==> src/nvc_consts.svh <==
/*
 * nvc_consts.svh: offsets, field positions, reset values and timing counts
 * for the byte-wide nonvolatile data store controller.
 * assumes: included by bare name; clock 10 MHz, calibrated oscillator tick.
 */
`ifndef NVC_CONSTS_SVH
`define NVC_CONSTS_SVH

// ----------------------------------------
// register offsets in i/o space
// ----------------------------------------
`define NVC_OFF_INDEX      6'h1e
`define NVC_OFF_VALUE      6'h1d
`define NVC_OFF_CONTROL    6'h1c

// ----------------------------------------
// control field positions
// ----------------------------------------
`define NVC_BIT_READ       0
`define NVC_BIT_GO         1
`define NVC_BIT_ARM        2
`define NVC_BIT_RDY_IE     3
`define NVC_BIT_MODE_LO    4
`define NVC_BIT_MODE_HI    5

// ----------------------------------------
// reset values
// ----------------------------------------
`define NVC_RST_MODE       2'h0
`define NVC_RST_BYTE       8'h00

// ----------------------------------------
// timing
// ----------------------------------------
`define NVC_ARM_CYCLES     3'h4
`define NVC_READ_STALL     3'h4
`define NVC_PROG_STALL     3'h2
// oscillator tick period in ns and programming times in us
`define NVC_OSC_TICK_NS    1000
`define NVC_T_ATOMIC_US    3400
`define NVC_T_SPLIT_US     1800
`define NVC_T_ATOMIC_TICKS (`NVC_T_ATOMIC_US * 1000 / `NVC_OSC_TICK_NS)
`define NVC_T_SPLIT_TICKS  (`NVC_T_SPLIT_US * 1000 / `NVC_OSC_TICK_NS)

`endif

==> src/nvc_pkg.sv <==
/*
 * nvc_pkg: types shared by both ends of the controller.
 * assumes: nothing beyond the consts header.
 */
package nvc_pkg;

	typedef enum logic [1:0] {
		nvc_mode_atomic = 2'h0,
		nvc_mode_erase  = 2'h1,
		nvc_mode_write  = 2'h2,
		nvc_mode_resv   = 2'h3
	} nvc_mode_t;

	typedef enum logic [2:0] {
		nvc_st_idle  = 3'h1,
		nvc_st_prog  = 3'h2,
		nvc_st_stall = 3'h4
	} nvc_state_t;

endpackage : nvc_pkg

==> src/nvc_bus_if.sv <==
/*
 * nvc_bus_if: i/o space port between the processor core and the controller.
 * assumes: one clock; core writes or reads one register per cycle.
 */
`timescale 1ns/1ps
interface nvc_bus_if;
	logic       io_wr;
	logic       io_rd;
	logic [5:0] io_addr;
	logic [7:0] io_wdata;
	logic [7:0] io_rdata;
	logic       cpu_stall;
	logic       ready_irq;

	modport dev (
		input  io_wr, io_rd, io_addr, io_wdata,
		output io_rdata, cpu_stall, ready_irq
	);
	modport core (
		output io_wr, io_rd, io_addr, io_wdata,
		input  io_rdata, cpu_stall, ready_irq
	);
endinterface : nvc_bus_if

==> src/nvc_ctrl.sv <==
/*
 * nvc_ctrl: 128-byte data store with index, value and control registers,
 * read strobe, armed programming in three modes, ready interrupt, cpu stall.
 * assumes: core holds io requests while cpu_stall is high; osc_tick is a
 * one-cycle pulse from the calibrated oscillator divider, same clock.
 */
// Operation
// - read stalls processor four cycles
// - go stalls processor two cycles
// - index is 7 bits, bit 7 reads zero
// - value feeds programming, receives read data
// - control bits 7..6 read zero
// - mode selects atomic, erase, write, reserved
// - mode writes ignored while go set
// - reset clears mode unless programming
// - ready interrupt while enabled and idle
// - arm self-clears after four cycles
// - go starts only within arm window
// - go stays set until time elapses
// - read completes within one instruction
// - no read or index change while programming
// - no other operation while busy
// - write-only needs prior erase
// - programming timed by calibrated oscillator
// - software arms then sets go
// - software polls go before reading
// - software writes index before access
// - reset lets running programming finish
`timescale 1ns/1ps
`include "nvc_consts.svh"
module nvc_ctrl
	import nvc_pkg::*;
#(
	parameter int ATOMIC_TICKS = `NVC_T_ATOMIC_TICKS,
	parameter int SPLIT_TICKS  = `NVC_T_SPLIT_TICKS
) (
	// clock and reset
	input  wire logic clock,
	input  wire logic rst,
	// oscillator timebase
	input  wire logic osc_tick,
	// core side
	nvc_bus_if.dev    bus,
	// status
	input  wire logic global_irq_enable,
	output logic      prog_busy
);

	typedef struct packed {
		logic [6:0]  index;
		logic [7:0]  value;
		nvc_mode_t   mode;
		logic        rdy_ie;
		logic        arm;
		logic [2:0]  arm_cnt;
		logic        go;
		nvc_state_t  st;
		logic [2:0]  stall_cnt;
		logic [11:0] ticks;
		nvc_mode_t   op;
		logic [7:0]  rdata;
		logic        stall;
		logic        irq;
	} nvc_ctrl_state_t;

	nvc_ctrl_state_t r;
	nvc_ctrl_state_t next_r;
	logic [7:0]      mem [0:127];
	logic            mem_we;
	logic [7:0]      mem_wd;

	function automatic logic hit(input logic [5:0] a, input logic [5:0] off);
		hit = (a == off);
	endfunction : hit

	function automatic logic [11:0] op_ticks(input nvc_mode_t m);
		op_ticks = (m == nvc_mode_atomic) ? 12'(ATOMIC_TICKS) : 12'(SPLIT_TICKS);
	endfunction : op_ticks

	logic wr_idx;
	logic wr_val;
	logic wr_ctl;
	assign wr_idx = bus.io_wr && hit(bus.io_addr, `NVC_OFF_INDEX);
	assign wr_val = bus.io_wr && hit(bus.io_addr, `NVC_OFF_VALUE);
	assign wr_ctl = bus.io_wr && hit(bus.io_addr, `NVC_OFF_CONTROL);

	// ----------------------------------------
	// next state
	// ----------------------------------------
	always_comb begin
		next_r = r;
		mem_we = 1'b0;
		mem_wd = r.value;
		if (r.arm) begin
			if (r.arm_cnt == 3'h1) begin
				next_r.arm = 1'b0;
			end
			next_r.arm_cnt = r.arm_cnt - 3'h1;
		end
		if (wr_idx && !r.go) begin
			next_r.index = bus.io_wdata[6:0];
		end
		if (wr_val) begin
			next_r.value = bus.io_wdata;
		end
		if (wr_ctl) begin
			next_r.rdy_ie = bus.io_wdata[`NVC_BIT_RDY_IE];
			if (!r.go) begin
				next_r.mode = nvc_mode_t'(bus.io_wdata[`NVC_BIT_MODE_HI:`NVC_BIT_MODE_LO]);
			end
			if (bus.io_wdata[`NVC_BIT_ARM]) begin
				next_r.arm     = 1'b1;
				next_r.arm_cnt = `NVC_ARM_CYCLES;
			end
		end
		case (r.st)
			nvc_st_idle: begin
				// go honoured only inside arm window
				if (wr_ctl && bus.io_wdata[`NVC_BIT_GO] && r.arm) begin
					next_r.go        = 1'b1;
					next_r.op        = r.mode;
					next_r.ticks     = op_ticks(r.mode);
					next_r.arm       = 1'b0;
					next_r.st        = nvc_st_prog;
					next_r.stall     = 1'b1;
					next_r.stall_cnt = `NVC_PROG_STALL;
				end else if (wr_ctl && bus.io_wdata[`NVC_BIT_READ]) begin
					next_r.value     = mem[r.index];
					next_r.stall     = 1'b1;
					next_r.stall_cnt = `NVC_READ_STALL;
					next_r.st        = nvc_st_stall;
				end
			end
			nvc_st_stall: begin
				if (r.stall_cnt == 3'h1) begin
					next_r.stall = 1'b0;
					next_r.st    = nvc_st_idle;
				end
				next_r.stall_cnt = r.stall_cnt - 3'h1;
			end
			nvc_st_prog: begin
				// reads and go ignored while busy
				if (r.stall) begin
					if (r.stall_cnt == 3'h1) begin
						next_r.stall = 1'b0;
					end
					next_r.stall_cnt = r.stall_cnt - 3'h1;
				end
				if (osc_tick) begin
					next_r.ticks = r.ticks - 12'h001;
				end
				if (osc_tick && r.ticks <= 12'h001) begin
					next_r.go = 1'b0;
					next_r.st = nvc_st_idle;
					mem_we = (r.op != nvc_mode_resv);
					case (r.op)
						nvc_mode_atomic: mem_wd = r.value;
						nvc_mode_erase:  mem_wd = 8'hff;
						nvc_mode_write:  mem_wd = mem[r.index] & r.value;
						default:         mem_wd = mem[r.index];
					endcase
				end
			end
			default: begin
				next_r.st = nvc_st_idle;
			end
		endcase
		next_r.irq = r.rdy_ie && global_irq_enable && !next_r.go;
		case (bus.io_addr)
			`NVC_OFF_INDEX:   next_r.rdata = {1'b0, next_r.index};
			`NVC_OFF_VALUE:   next_r.rdata = next_r.value;
			`NVC_OFF_CONTROL: next_r.rdata = {2'h0, next_r.mode, next_r.rdy_ie, next_r.arm, next_r.go, 1'b0};
			default:          next_r.rdata = 8'h00;
		endcase
		if (rst) begin
			next_r.rdy_ie    = 1'b0;
			next_r.arm       = 1'b0;
			next_r.arm_cnt   = 3'h0;
			next_r.stall     = 1'b0;
			next_r.stall_cnt = 3'h0;
			next_r.irq       = 1'b0;
			next_r.rdata     = `NVC_RST_BYTE;
			next_r.value     = `NVC_RST_BYTE;
			// running programming survives reset
			// unknown go at power-up falls into the clearing branch
			if (r.go) begin
				next_r.value = r.value;
			end else begin
				next_r.mode  = nvc_mode_t'(`NVC_RST_MODE);
				next_r.op    = nvc_mode_t'(`NVC_RST_MODE);
				next_r.go    = 1'b0;
				next_r.st    = nvc_st_idle;
				next_r.ticks = 12'h000;
				mem_we       = 1'b0;
			end
		end
	end

	// ----------------------------------------
	// registers
	// ----------------------------------------
	always_ff @(posedge clock) begin
		r <= next_r;
		if (mem_we) begin
			mem[r.index] <= mem_wd;
		end
	end

	assign bus.io_rdata  = r.rdata;
	assign bus.cpu_stall = r.stall;
	assign bus.ready_irq = r.irq;
	assign prog_busy     = r.go;

endmodule : nvc_ctrl

==> src/flat_wrapper.sv <==
// flat-port wrapper written by rule: the top's interface ports become plain ports
module nvc_ctrl_flat import nvc_pkg::*;
#(
	parameter int ATOMIC_TICKS = `NVC_T_ATOMIC_TICKS,
	parameter int SPLIT_TICKS  = `NVC_T_SPLIT_TICKS
)
  (clock, rst, osc_tick, global_irq_enable, prog_busy, bus_io_wr, bus_io_rd, bus_io_addr, bus_io_wdata, bus_io_rdata, bus_cpu_stall, bus_ready_irq);
  nvc_bus_if bus_i ();
  input  wire logic clock;
  input  wire logic rst;
  input  wire logic osc_tick;
  input  wire logic global_irq_enable;
  output logic prog_busy;
  input wire logic [$bits(bus_i.io_wr)-1:0] bus_io_wr;
  input wire logic [$bits(bus_i.io_rd)-1:0] bus_io_rd;
  input wire logic [$bits(bus_i.io_addr)-1:0] bus_io_addr;
  input wire logic [$bits(bus_i.io_wdata)-1:0] bus_io_wdata;
  output wire logic [$bits(bus_i.io_rdata)-1:0] bus_io_rdata;
  output wire logic [$bits(bus_i.cpu_stall)-1:0] bus_cpu_stall;
  output wire logic [$bits(bus_i.ready_irq)-1:0] bus_ready_irq;
  assign bus_i.io_wr = bus_io_wr;
  assign bus_i.io_rd = bus_io_rd;
  assign bus_i.io_addr = bus_io_addr;
  assign bus_i.io_wdata = bus_io_wdata;
  assign bus_io_rdata = bus_i.io_rdata;
  assign bus_cpu_stall = bus_i.cpu_stall;
  assign bus_ready_irq = bus_i.ready_irq;
  nvc_ctrl #(.ATOMIC_TICKS(ATOMIC_TICKS), .SPLIT_TICKS(SPLIT_TICKS)) u_core (.clock(clock), .rst(rst), .osc_tick(osc_tick), .bus(bus_i), .global_irq_enable(global_irq_enable), .prog_busy(prog_busy));
endmodule
==> config.mk <==
export PLATFORM = sky130hd
export DESIGN_NAME = nvc_ctrl_flat
export DESIGN_NICKNAME = d
export VERILOG_FILES = /design/src/nvc_pkg.sv /design/src/nvc_bus_if.sv /design/src/nvc_ctrl.sv /design/src/flat_wrapper.sv
export VERILOG_INCLUDE_DIRS = /design/src
export SDC_FILE = /design/constraint.sdc
export NUM_CORES = 1
export LEC_CHECK = 0
export ABC_AREA = 1
export BUFFER_PORTS_ARGS = -buffer_cell sky130_fd_sc_hd__buf_2
export CAP_MARGIN = 0
export CORE_AREA = 2 2 371 373
export CTS_CLUSTER_SIZE = 24
export DETAILED_ROUTE_END_ITERATION = 16
export DIE_AREA = 0 0 373 375
export PLACE_DENSITY = 0.51
export SYNTH_ARGS = -nofsm -noshare
export SYNTH_HDL_FRONTEND = slang
export SYNTH_SLANG_ARGS = --single-unit
==> constraint.sdc <==
create_clock -name clock -period 6.1 [get_ports clock]
set_input_delay 1.22 -clock clock [delete_from_list [all_inputs] [get_ports clock]]
set_output_delay 1.22 -clock clock [all_outputs]
set_load 0.005 [all_outputs]
; Yosys cells after proc, flatten, opt, wreduce, memory -nomap -nowiden
; Memory sizes are Yosys's and may differ from the RTL's. A register that Yosys moved wholly into a read port is not among the register bits.
; Cells that the tools add are included.
[op_classes]
reduce_logical = 17
bitwise_logic = 1
n_lt_le_gt_ge = 1
n_addsub = 3
mux = 47
n_eq_ne = 15
[op_table]
columns = op, count
row1 = 8-bit 2-to-1 mux, 7
row2 = 8-bit one-hot mux with 3 select lines, 2
row3 = 46-bit 2-to-1 mux, 1
row4 = 14-bit 2-to-1 mux, 2
row5 = 12-bit 2-to-1 mux, 2
row6 = 12-bit one-hot mux with 2 select lines, 1
row7 = 6-bit by 5-bit == test with 1-bit output (second input constant), 3
row8 = 3-bit one-hot mux with 3 select lines, 2
row9 = 4-bit 2-to-1 mux, 4
row10 = 1-bit 2-to-1 mux, 15
row11 = 7-bit 2-to-1 mux, 2
row12 = 12-bit by 1-bit <= comparator with 1-bit output (second input constant), 1
row13 = 6-bit 2-to-1 mux, 2
row14 = 12-bit by 1-bit subtractor with 12-bit output (second input constant), 1
row15 = 1-bit logical AND, 10
row16 = 3-bit by 1-bit == test with 1-bit output (second input constant), 3
row17 = 8-bit bitwise AND, 1
row18 = 2-bit 2-to-1 mux, 3
row19 = 3-bit 2-to-1 mux, 2
row20 = 3-bit AND reduction, 2
row21 = 3-bit by 1-bit subtractor with 3-bit output (second input constant), 2
row22 = 2-bit logical NOT, 2
row23 = 2-bit by 1-bit inequality test with 1-bit output (second input constant), 2
row24 = 2-bit inequality test (second input constant), 2
row25 = 9 further kinds, 10
[word_totals]
wordCells = 99
mem_count = 1
reg_bits = 53
output_inout_bits = 11
ramBits = 1024
[mem_list]
columns = memory, depth, width, read_ports, rd_clocked_by_memory_dff, write_ports, line
row1 = u_core.mem, 128, 8, 1, 1, 1, nvc_ctrl.sv:68  ; logic [7:0] mem [0:127];

; Longest topological paths before layout
[depth]
word_depth = 9
mapped_depth = 18
depth_no_buf = 16

; Worst setup path after synthesis
; Ideal clock, no wire load.
[synth_timing]
kind = input to register
from = in osc_tick
to = mem u_core.mem[0][6] (data pin)
path_buffers = 0
arrival_time_ns = 5.524
t_required_ns = 5.131
stages = 6
path_slack_ns = -0.393
path_cell_list = nand2_1 > nor2_1 > nand3_1 > nor3_1 > nor2_1 > a31oi_1
[synth_via]
elab_chain_cells = 3
[synth_rtl]
columns = item, line
row1 = "start, declared", flat_wrapper.sv:11  ; input wire logic osc_tick;
row2 = 1-bit logical AND, nvc_ctrl.sv:152  ; if (osc_tick && r.ticks <= 12'h001) begin
row3 = 8-bit 2-to-1 mux, nvc_ctrl.sv:152
row4 = 8-bit 2-to-1 mux, nvc_ctrl.sv:116  ; case (r.st)
row5 = named net u_core.mem_wd[6], nvc_ctrl.sv:70  ; logic [7:0] mem_wd;
row6 = "end, declared", nvc_ctrl.sv:68
; The timed path passes the listed nets, and every way through them passes these cells.

==> results.md <==
* Outcome: finished clean
* Rows at 136
* Crit Path Category: flop to flop
* Finish-stage setup viols at 0
* Nets at 4,831
* RR Endpoint: u_core.mem[61][0]$_DFFE_PP_
* Register area share after synthesis at 0.676
* Sequential Power Share at 0.488
* Top-area cell type share of the netlist area at 0.657
* CP top delay family: simple AND/OR/NAND/NOR gates
* Syn Area/Cell at 9.82 µm²
* Internal Dissipation at 12.3 mW
* HP Class: flop to flop
* Layout cells sized above 1 at 0.0725
* Vias in the first global route at 28,800
* Largest net degree at the start of global routing at 155
* CTS buffer count at 114
* Reg clk slew, reported paths at 0.06 ns
* Fill cells at 13,300
* Slowest cell on the critical path: buf_4
* Max cap viols at 0
* Commonest cells post-synth: nand2_1 (1,396), edfxtp_1 (1,032), inv_1 (839)
* GRT Residual Overflow at 0
* Final Hold Fails at 0
* # H-tree levels at 3
* Placed cells at 6,483
* Data arrival, critical path at 4.91 ns
* Final Instance Area at 53,000 µm²
* First-pass GRT wire length at 180,000 µm
* Vias per cell at 4.59
* Distinct cells, synth at 35
* Capturing element type of the critical path: flop
* CTS tree: yes
* Setup TNS at 0 ns
* # diodes at 0
* DR WL/cell at 17.9 µm
* Async set-reset flop share out of synthesis at 0
* Psw at 4.22 mW
* Gr usage total at 0.170
* Port Buffers at 29
* Worst reg2reg setup slack at 1.59 ns
* Routed Antenna Nets at 0
* Post_cts resized at 0
* Final worst-path cycle share at 0.740
* Die W at 373 µm
* Critical Path End: u_core.mem[61][0]$_DFFE_PP_
* Non-Filler Instances at 6,689
* Clk_lat worst skew at 0.73 ns
* Die Span Y at 375 µm
* Post-Syn Nets at 4,831
* Initial Utilization at 0.346
* GR Util met3 at 0.0252
* Core Box Area at 136,000 µm²
* Pre-antenna DRT Iters at 5
* Clk root buf: clkbuf_16
* #FFs+latches synth at 1,077
* PD cells at 311 nW/µm²
* Switching share of power at 0.256
* Clock skew at 0.0421 ns
* Combinational power share at 0.107
* Critical path's most frequent cell: nand2_1
* Antenna violations before repair at 0
* Worst-margin pin slew at 1.11 ns
* CP startpoint kind: flop
* Post-synth EDFFs at 1,032
* DR vias at 30,700
* Area grow syn2layout at 12.2%
* Crit path max fanout at 97
* Reg2Reg Depth at 16
* Yosys synthesis warning count at 0
* Clk sinks at 1,077
* Fin crit period at 4.51 ns
* RSZ-0062 raised after global routing: no
* Cts hold-fix bufs at 0
* # DRC at 0
* Finished Core Util at 0.389
* Global-route layer with the greatest usage: met2
* Worst path cell trace: inv_8 > buf_4 > nand2_1 > nand3_1 > nand2_1 > nor2_1 > nor2_1 > nor2_1 > nand2_1 > nand2_1 > nand2_1 > nor2_1 > nand2_1 > o21ai_0 > nand2_4 > buf_4
* Area contributors post-synth: edfxtp_1 (66%), nand2_1 (11%), inv_1 (6.7%)
* Final slew viol count at 0
* Synth Flop Type: edfxtp_1
* Reg2reg start: u_core.r[46]$_DFF_P_
* DR iter-0 viols at 2,178
* Post-DP HPWL at 70,700 µm
* Place WS at 1.31 ns
* Clock share of power at 0.405
* Final worst setup slack at 1.59 ns
* Most common cell in the netlist: nand2_1
* CP required at 6.50 ns
* Clock Tree Buf Depth at 3
* Power Total at 16.5 mW
* Synth Cell Area at 47,200 µm²
* Levels on crit path at 16
* Start point of the critical path: u_core.r[46]$_DFF_P_
* Die area at 140,000 µm²
* Worst Path Buf+Inv at 3
* WHS at 0.467 ns
* CP max stage delay at 0.65 ns
* Met1 GRT Util at 0.232
* Routability cong. at 0.813
* Post-Syn Instances at 4,805
* Leak Pwr at 22.3 nW
* I/O pin count at 31
* Peak VDD IR at 0.247 mV
* Cell taking the most area after synthesis: edfxtp_1
* Buffer count from post-CTS setup fixing at 0
* DRT Wirelength at 120,000 µm
* Slew HR at 0.260
* Post-DP Area at 49,400 µm²
* Fmax at 222 MHz
* Routing usage on met2 at 0.279
==> state kept, by name, summed over array words and instances, names as in the netlist <==
signal / count
u_core.prog_busy: 1
u_core.mem: 1024
u_core.bus.ready_irq: 1
u_core.bus.io_rdata: 8
u_core.bus.cpu_stall: 1
u_core.r: 42
==> how the worst min path moves through the flow <==
stage / from / to / slack [ns] / depth (start not counted)
6_report: u_core.r[35]$_SDFF_PP0_ / u_core.bus.ready_irq$_SDFF_PP0_ / 0.47 / 2
5_1_grt: u_core.r[35]$_SDFF_PP0_ / u_core.bus.ready_irq$_SDFF_PP0_ / 0.49 / 2
4_1_cts: u_core.r[35]$_SDFF_PP0_ / u_core.bus.ready_irq$_SDFF_PP0_ / 0.47 / 2
3_5_place_dp: u_core.r[35]$_SDFF_PP0_ / u_core.bus.ready_irq$_SDFF_PP0_ / 0.46 / 2
3_3_place_gp: u_core.r[35]$_SDFF_PP0_ / u_core.bus.ready_irq$_SDFF_PP0_ / 0.46 / 2
2_1_floorplan: u_core.r[35]$_SDFF_PP0_ / u_core.bus.ready_irq$_SDFF_PP0_ / 0.44 / 2
==> per-layer routing <==
layer	part of all wire	wire length (µm)
met2	0.47	56400
met5	0	0
met4	0.023	2820
met3	0.051	6170
met1	0.45	54500
==> final cells by class <==
cell class | instances | area [µm²] | area share
clock inverters | 63 | 517 | 0.00976
flip-flops and latches | 1077 | 31900 | 0.602
multi-input cells | 2673 | 11300 | 0.213
clock buffers | 143 | 3040 | 0.0575
repair buffers | 91 | 798 | 0.0151
inverters | 848 | 3190 | 0.0602
well taps | 1794 | 2240 | 0.0424
==> worst reg2reg max path, stage by stage, from the launching register on <==
cell	delay, ns
dfxtp_4	0.51
inv_8	0.59
buf_4	0.73
nand2_1	0.15
nand3_1	0.10
nand2_1	0.07
nor2_1	0.11
nor2_1	0.05
nor2_1	0.34
nand2_1	0.10
nand2_1	0.07
nand2_1	0.12
nor2_1	0.32
nand2_1	0.08
o21ai_0	0.15
nand2_4	0.34
buf_4	0.37
==> kinds of logic after synthesis <==
kind of cell / count (synthesis) / synth area share
AO/OA/AOI/OAI: 142 / 0.0162
flip-flops: 1077 / 0.676
buffers and inverters: 1055 / 0.0879
adder cells (fa/ha/maj): 6 / 0.00159
AND/OR/NAND/NOR: 2521 / 0.218
XOR/XNOR: 4 / 0.000742
==> power by group through the flow <==
stage	combinational [mW]	clock, mW	sequential, mW
after global routing	1.95	7.10	8.04
after CTS	1.78	6.83	8.04
after floorplan	1.12	0	8.17
after global placement	1.77	0	8.20
after detailed placement	1.77	0	8.20
final	1.77	6.68	8.04
==> layout by cell type, fill, tap and decap left out, types with 23 or more instances in the layout <==
master | synthesis | final
a21oi_1 | 51 | 48
buf_2 | 121 | 29
buf_4 | 10 | 47
clkbuf_1 | 67 | 23
clkbuf_16 | 0 | 116
clkinv_1 | 3 | 25
clkinv_2 | 0 | 30
dfxtp_1 | 45 | 43
edfxtp_1 | 1032 | 1032
inv_1 | 839 | 836
nand2_1 | 1396 | 1392
nand3_1 | 458 | 458
nor2_1 | 567 | 564
o21ai_0 | 58 | 58
or2_2 | 72 | 72
Power figures use the tool's default switching activity.
